===== src/include/bms_params.svh =====
// constants for the start-up mode selector
`ifndef BMS_PARAMS_SVH
`define BMS_PARAMS_SVH
`define BMS_DL_SELECT_BYTE 8'hFF
`define BMS_CFG_WORDS 64
`define BMS_CFG_ADDR_W 6
`define BMS_CFG_RST 8'h00
`endif


===== src/include/bms_pkg.sv =====
// types for the start-up mode selector
package bms_pkg;
    typedef enum logic [2:0] {
        BMS_CHECK,
        BMS_WAIT_BYTE,
        BMS_NORMAL_OTP,
        BMS_DOWNLOAD,
        BMS_TEST
    } bms_mode_t;
endpackage


===== src/rtl/bms_selector.sv =====
// start-up mode selector: stored config, download or test mode
`timescale 1ns/1ps
`default_nettype none
`include "bms_params.svh"
module bms_selector
(
    input wire logic ref_clk,
    input wire logic sys_rst,
    input wire logic otp_ready,
    input wire logic otp_valid,
    input wire logic rx_valid,
    input wire logic [7:0] rx_data,
    input wire logic [`BMS_CFG_ADDR_W-1:0] cfg_rd_addr,
    output logic [7:0] cfg_rd_data,
    output logic uart_enable,
    output logic use_otp_cfg,
    output logic cfg_loaded,
    output logic pm_enable,
    output logic mode_normal,
    output logic mode_download,
    output logic mode_test,
    output logic dl_valid,
    output logic [7:0] dl_data,
    output logic dtm_valid,
    output logic [7:0] dtm_data
);
    typedef struct packed {
        bms_pkg::bms_mode_t mode;
        logic [`BMS_CFG_ADDR_W-1:0] wptr;
        logic loaded;
        logic uart_en;
        logic pm_en;
        logic dl_v;
        logic [7:0] dl_d;
        logic dtm_v;
        logic [7:0] dtm_d;
        logic m_norm;
        logic m_dl;
        logic m_test;
    } bms_state_t;

    bms_state_t st;
    bms_state_t next_st;
    logic ram_we;

    ////////////////////////////////////////////////////////////////////////
    // mode decision
    function automatic bms_pkg::bms_mode_t pick_mode(input logic [7:0] b);
        if (b == `BMS_DL_SELECT_BYTE)
        begin
            pick_mode = bms_pkg::BMS_DOWNLOAD;
        end
        else
        begin
            pick_mode = bms_pkg::BMS_TEST;
        end
    endfunction

    always_comb
    begin
        next_st = st;
        next_st.dl_v = 1'b0;
        next_st.dtm_v = 1'b0;
        ram_we = 1'b0;
        case (st.mode)
            bms_pkg::BMS_CHECK:
            begin
                if (otp_ready && otp_valid)
                begin
                    next_st.mode = bms_pkg::BMS_NORMAL_OTP;
                    next_st.uart_en = 1'b0;
                    next_st.pm_en = 1'b1;
                end
                else if (otp_ready)
                begin
                    next_st.mode = bms_pkg::BMS_WAIT_BYTE;
                    next_st.uart_en = 1'b1;
                end
            end
            bms_pkg::BMS_WAIT_BYTE:
            begin
                if (rx_valid)
                begin
                    next_st.mode = pick_mode(rx_data);
                    next_st.pm_en = 1'b0;
                end
            end
            bms_pkg::BMS_DOWNLOAD:
            begin
                if (rx_valid)
                begin
                    ram_we = 1'b1;
                    next_st.wptr = st.wptr + 1'b1;
                    next_st.loaded = 1'b1;
                    next_st.dl_v = 1'b1;
                    next_st.dl_d = rx_data;
                end
            end
            bms_pkg::BMS_TEST:
            begin
                if (rx_valid)
                begin
                    next_st.dtm_v = 1'b1;
                    next_st.dtm_d = rx_data;
                end
            end
            bms_pkg::BMS_NORMAL_OTP:
            begin
                next_st.uart_en = 1'b0;
            end
            default:
            begin
                next_st.mode = bms_pkg::BMS_CHECK;
            end
        endcase
        // mode flags registered so the outputs come from flip-flops
        next_st.m_norm = (next_st.mode == bms_pkg::BMS_NORMAL_OTP);
        next_st.m_dl = (next_st.mode == bms_pkg::BMS_DOWNLOAD);
        next_st.m_test = (next_st.mode == bms_pkg::BMS_TEST);
    end

    // reset clears mode and ram-config flag, forcing a fresh decision
    always_ff @(posedge ref_clk or posedge sys_rst)
    begin
        if (sys_rst)
        begin
            st <= '0;
        end
        else
        begin
            st <= next_st;
        end
    end

    ////////////////////////////////////////////////////////////////////////
    // config store
    bms_cfg_ram bms_cfg_ram_i
    (
        .ref_clk(ref_clk),
        .wr_en(ram_we),
        .wr_addr(st.wptr),
        .wr_data(rx_data),
        .rd_addr(cfg_rd_addr),
        .rd_data(cfg_rd_data)
    );

    ////////////////////////////////////////////////////////////////////////
    // outputs
    always_comb
    begin
        uart_enable = st.uart_en;
        use_otp_cfg = st.m_norm;
        cfg_loaded = st.loaded;
        pm_enable = st.pm_en;
        mode_normal = st.m_norm;
        mode_download = st.m_dl;
        mode_test = st.m_test;
        dl_valid = st.dl_v;
        dl_data = st.dl_d;
        dtm_valid = st.dtm_v;
        dtm_data = st.dtm_d;
    end
endmodule
`default_nettype wire


===== src/rtl/bms_cfg_ram.sv =====
// volatile configuration store for download mode
`timescale 1ns/1ps
`default_nettype none
`include "bms_params.svh"
module bms_cfg_ram
(
    input wire logic ref_clk,
    input wire logic wr_en,
    input wire logic [`BMS_CFG_ADDR_W-1:0] wr_addr,
    input wire logic [7:0] wr_data,
    input wire logic [`BMS_CFG_ADDR_W-1:0] rd_addr,
    output logic [7:0] rd_data
);
    logic [7:0] mem [0:`BMS_CFG_WORDS-1];

    // held only while powered; contents are never trusted across reset
    always_ff @(posedge ref_clk)
    begin
        if (wr_en)
        begin
            mem[wr_addr] <= wr_data;
        end
        rd_data <= mem[rd_addr];
    end
endmodule
`default_nettype wire


===== config.mk =====
export PLATFORM = sky130hd
export DESIGN_NAME = bms_selector
export DESIGN_NICKNAME = d
export VERILOG_FILES = /design/src/include/bms_pkg.sv /design/src/rtl/bms_selector.sv /design/src/rtl/bms_cfg_ram.sv
export VERILOG_INCLUDE_DIRS = /design/src /design/src/include
export SDC_FILE = /design/constraint.sdc
export NUM_CORES = 1
export LEC_CHECK = 0
export BUFFER_PORTS_ARGS = -buffer_cell sky130_fd_sc_hd__clkbuf_2
export CAP_MARGIN = 10
export CORE_MARGIN = 3
export CORE_UTILIZATION = 67
export DETAILED_ROUTE_END_ITERATION = 8
export GPL_ROUTABILITY_DRIVEN = 0
export GPL_TIMING_DRIVEN = 0
export PLACE_DENSITY = 0.87
export SYNTH_ARGS = -nofsm -noshare
export SYNTH_HDL_FRONTEND = slang
export SYNTH_HIERARCHICAL = 1
export SYNTH_SLANG_ARGS = --single-unit

===== constraint.sdc =====
create_clock -name ref_clk -period 7.4 [get_ports ref_clk]
set_input_delay 0.74 -clock ref_clk [delete_from_list [all_inputs] [get_ports ref_clk]]
set_output_delay 0.74 -clock ref_clk [all_outputs]
set_load 0.1 [all_outputs]

Word-level counts from Yosys, hierarchy flattened
Memories as Yosys holds them, arrays and structs flattened. A register that Yosys moved wholly into a read port is not among the register bits.
Index checks and enable logic that the tools add are counted.

storage, ports and cells
  memories kept = 1
  input bits = 19
  memory bits (writable) = 512
  output and inout bits = 33
  logic and storage cells = 53
  flip-flop bits (word level) = 33

cells by class
  multiplexer cells = 19
  $add $sub $neg = 1
  reduce and logical (&&, ||, !) cells = 9
  equal/unequal tests = 11

memories
  name               words  width  rd ports  clocked after memory_dff  wr ports  RTL line           source
  bms_cfg_ram_i.mem  64     8      1         1                         1         bms_cfg_ram.sv:14  logic [7:0] mem [0:`BMS_CFG_WORDS-1];

operators by type and width
  operator               number
  $mux W9                4
  $eq A3 B2 Y1 const B   4
  $mux W3                4
  $pmux W3 S3            1
  $eq A8 B8 Y1 const B   1
  $mux W1                8
  $add A6 B1 Y6 const B  1
  $eq A3 B3 Y1 const B   2
  $reduce_and A2 Y1      3
  $ne A2 B2 Y1 const B   2
  $pmux W1 S2            2
  $reduce_bool A2 Y1     2
  $eq A3 B1 Y1 const B   1
  $logic_not A3 Y1       1
  $ne A3 B3 Y1 const B   1
  $reduce_and A3 Y1      1
  $reduce_or A3 Y1       1
  $logic_and A1 B1 Y1    1

Longest topological paths before layout
  depth in word-level cells = 5
  depth in mapped cells = 9
  mapped depth without buffers = 5

Hierarchy
Netlist, hierarchy kept.

by module, submodules not included
  module        cells an instance  instances  area an instance (um2)  seq. area each (um2)
  bms_cfg_ram   940                1          20166.8                 15534.9
  bms_selector  135                1          1477.7                  825.8

Least setup slack after synthesis
No wires, ideal clock.

  path kind = in2reg
  from = input port rx_valid
  to = memory bms_cfg_ram_i.mem[62][0], enable pin
  path buffers = 1
  data required time = 7.030 ns
  path slack = 4.907 ns
  arrival = 2.123 ns
  setup time = 0.370 ns
  cell stages on the path = 6
  cells stage by stage = nand4b_1 inv_1 buf_2 nor2b_1 nand3_1 nor2_1

on the way
  word-level cells in the longest chain between the ends = 4

RTL lines
  what                           RTL line            source
  from (decl)                    bms_selector.sv:11  input wire logic rx_valid,
  $mux W1                        bms_selector.sv:90  if (rx_valid)
  $mux W1                        bms_selector.sv:65  case (st.mode)
  $mux W1                        bms_cfg_ram.sv:19   if (wr_en)
  $mux W1 (not written as such)  bms_cfg_ram.sv:21   mem[wr_addr] <= wr_data;
  to (decl)                      bms_cfg_ram.sv:14

Every way passes these cells.

Worst setup path after layout
  from = register st[32] (netlist name)
  to = memory bms_cfg_ram_i.mem[12][0], enable pin

on the way
  word-level cells in the longest chain between the ends = 4

RTL lines
  what                           RTL line             source
  from (decl)                    bms_selector.sv:42   bms_state_t st;
  from (signal assigned)         bms_selector.sv:131  st <= next_st;
  $eq A3 B2 Y1                   bms_selector.sv:65
  $mux W1                        bms_selector.sv:65
  $mux W1                        bms_cfg_ram.sv:19
  $mux W1 (not written as such)  bms_cfg_ram.sv:21

Every way passes these cells.

==> results.txt <==
----------------------------------------------------
[Drt]
  Number of antenna-violating nets in the routed design ... 0
  Via count normalized by instance count ... 7.13
  Via count of the routed design ... 11600
  # DRC ... 0
  Count of routing violations after the opening detailed-route iteration ... 2024
  Sum of routed wire length over all layers ... 52100 um
  Number of optimization iterations in the first detailed-route pass ... 8
  Wire length per cell after detailed routing ... 32.0 um

[STA]
  Time the worst path needs with I/O delays and setup ... 3.56 ns
  Number of setup violations in the final report ... 0
  Worst Clk Skew ... 0.0173 ns
  Worst setup margin ... 3.84 ns
  Final period util ... 48.1%
  Transition time of the tightest slew-check pin ... 1.22 ns
  Max-Slew Margin vs Limit ... 18.1%
  Total negative slack ... 0 ns
  Setup repair after global routing missed its margin ... false
  Number of max-slew violations in the final report ... 0
  Fmax ... 281 MHz
  Fin. Hold Viols ... 0

[Die]
  Initial Util ... 68.2%
  Total I/O pin count ... 52
  DIE AREA ... 34500 um2
  Die height ... 186 um
  Standard cell core area ... 31700 um2
  Die X ... 186 um
  Cell Rows ... 65

[Place]
  Placement Setup Slack ... 3.72 ns
  Number of input and output port buffers inserted ... 47
  Number of placed cells counting well taps ... 1524
  Half-perimeter wire length of the detailed placement result ... 30400 um

[Clock network]
  Cell at the root of the clock tree ... clkbuf_16
  Count of cells resized by post-cts repair ... 0
  Number of buffers created by CTS ... 52
  Clock Latency Late Sink ... 0.57 ns
  Number of H-tree levels ... 2
  Buffers inserted by post-CTS timing repair ... 0
  Clock slew at the register clock pins of the worst setup and hold paths ... 0.06 ns
  CTS Buffer Depth ... 3
  Hold-fix buffers, CTS ... 0
  CTS tree ... yes
  Clock sinks ... 553

[Cells and area]
  Top library cells by usage in the layout, fill and taps aside ... edfxtp_1, mux4_2, nor2_1, clkbuf_16, nand2_1
  Most frequent standard cell in the layout excluding fill and tap cells ... edfxtp_1
  Nets ... 1206
  Layout Area Growth over Synthesis ... 12.3%
  Filler-free cell count of the finished design ... 1629
  Fraction of final layout cells with drive strength greater than 1 ... 27.6%

[Outcome]
  Outcome ... complete, no violations

[Logic synthesis]
  Library cells used by synthesis ... 51
  Top-area cell type share of the netlist area ... 71.0%
  Syn_area_per_cell ... 20.1 um2
  Number of instances in the synthesized netlist ... 1075
  Synth top area cells ... edfxtp_1, mux4_2, dfrtp_1
  Share of synthesized area occupied by flip-flops and latches ... 75.6%
  Top cell type by total area after synthesis ... edfxtp_1
  Synth Net Count ... 1095
  YS warnings ... 6
  Synth Register Bits ... 553
  Netlist area before placement ... 21600 um2

[Setup path]
  CP startpoint ... st[32]
  Max FO, Critical Path ... 17
  Worst setup path class ... flip-flop to flip-flop
  Capturing instance or port of the critical path ... bms_cfg_ram_i/mem[12][0]
  Longest individual stage delay on the worst path ... 1.08 ns
  Critical Path Sink Type ... flip-flop
  Cell-by-cell trace of the critical path ... buf_4 -> nand4b_1 -> inv_1 -> buf_2 -> nor2b_1 -> nand2_1 -> nor2_1
  R2R Setup Slk ... 3.84 ns
  Crit path arrival time ... 3.73 ns
  Type of element launching the critical path ... flip-flop
  Worst-path cell with the longest stage delay ... nor2_1
  RR Startpoint ... st[32]
  Register-to-Register Path Depth ... 7
  Worst R2R End ... bms_cfg_ram_i/mem[12][0]
  Critical Path RT ... 7.57 ns

[Global routing]
  Pin count of the biggest net entering global routing ... 68
  Number of antenna violations at the first check in global routing ... 1
  First-pass GRT wire length ... 76100 um
  Overall routing resource usage ... 31.0%
  Remaining Overflow, GRT ... 0
  Number of global-route vias before repair ... 11600

[Power]
  Standby leakage power ... 7.99 nW
  VDD IR-drop max ... 0.445 mV
  Ratio of total power to cell area ... 301 nW/um2

[Min path]
  Class of the tightest hold or removal check ... input port to async pin

[Run]
  Count of max-cap constraint violations ... 0

----------------------------------------------------
==> per-stage QoR <==
| stage | cell area [um2] | hold WS (ns) | total power, mW | utilization, % |
|---|---|---|---|---|
| after floorplan | 21600 | 0.447 | 4.38 | - |
| after global placement | 22400 | 0.465 | 4.60 | 70.6 |
| after detailed placement | 22400 | 0.452 | 4.63 | 70.6 |
| after CTS | 24100 | 0.473 | 7.29 | 76.0 |
| after global routing | 24300 | 0.130 | 7.48 | 76.7 |
| final | 24300 | 0.124 | 7.32 | 76.7 |
==> cells in the mapped netlist, drive strengths merged <==
master	number
edfxtp	512
mux4	126
nor2	85
buf	55
nand2	48
dfrtp	33
mux2i	23
mux2	21
clkbuf	18
nor2b	16
nand3	14
nor3	12
nand2b	10
dfxtp	8
o221ai	8
o22ai	8
a21oi	7
o21ai	7
a221oi	6
inv	5
nand4	5
a211oi	4
o21a	4
a22oi	3
nand3b	3
o2111ai	3
o221a	3
o2bb2ai	3
xnor2	3
a2111oi	2
a31oi	2
nand4b	2
nor4	2
o32ai	2
o41ai	2
xor2	2
and2	1
ha	1
o211ai	1
o311ai	1
o31a	1
o31ai	1
o32a	1
or3	1
==> cell families after synthesis <==
group	count (synthesis)	share of synthesized area (%)
flip-flops	553	75.6
AO/OA/AOI/OAI	69	2.40
multiplexers	170	15.3
XOR/XNOR	5	0.202
AND/OR/NAND/NOR	199	4.19
adder cells (fa/ha/maj)	1	0.0578
buffers and inverters	78	2.29
==> critical path: cells and delay by family (launching register included) <==
kind / cells / cell delay [ns]
flip-flops: 1 / 0.36
AND/OR/NAND/NOR: 4 / 2.13
buffers and inverters: 3 / 0.65
==> where the power goes <==
part	internal, mW	switching, mW
Combinational	0.268	0.774
Clock	1.59	1.13
Sequential	3.51	0.0546
==> per-layer routing <==
metal / GRT usage (%) / routed length [um] / up-vias
met2: 49.1 / 25400 / 958
met4: 12.8 / 2530 / 0
met1: 43.0 / 18300 / 5876
li1: - / - / 4577
met3: 6.92 / 5870 / 202
met5: 0 / 0 / -
==> registers in the layout, indices dropped and copies added, names as in the netlist <==
name / flops
mode_download: 1
mode_test: 1
dl_data: 8
dtm_data: 8
cfg_loaded: 1
mode_normal: 1
dtm_valid: 1
pm_enable: 1
bms_cfg_ram_i/mem: 512
st: 9
dl_valid: 1
bms_cfg_ram_i/rd_data: 8
uart_enable: 1
==> worst min-delay path by stage <==
stage	start	endpoint	slack, ns	depth (start not counted)
3_3_place_gp	dl_data[5]	dl_data[5]	0.46	2
6_report	sys_rst	dl_data[7]	0.12	2
5_1_grt	sys_rst	pm_enable	0.13	2
3_5_place_dp	cfg_loaded	cfg_loaded	0.45	1
2_1_floorplan	dl_data[0]	dl_data[0]	0.45	2
4_1_cts	cfg_loaded	cfg_loaded	0.47	1
==> layout make-up <==
type | count | area (um2)
clock buffers | 71 | 1460
diodes | 1 | 2.50
multi-input cells | 444 | 4790
plain buffers | 73 | 477
inverters | 5 | 18.8
fillers | 1581 | 7400
flip-flops and latches | 553 | 16400
repair buffers | 57 | 435
clock inverters | 23 | 260
well taps | 402 | 503
(Power assumes the default switching activity.)
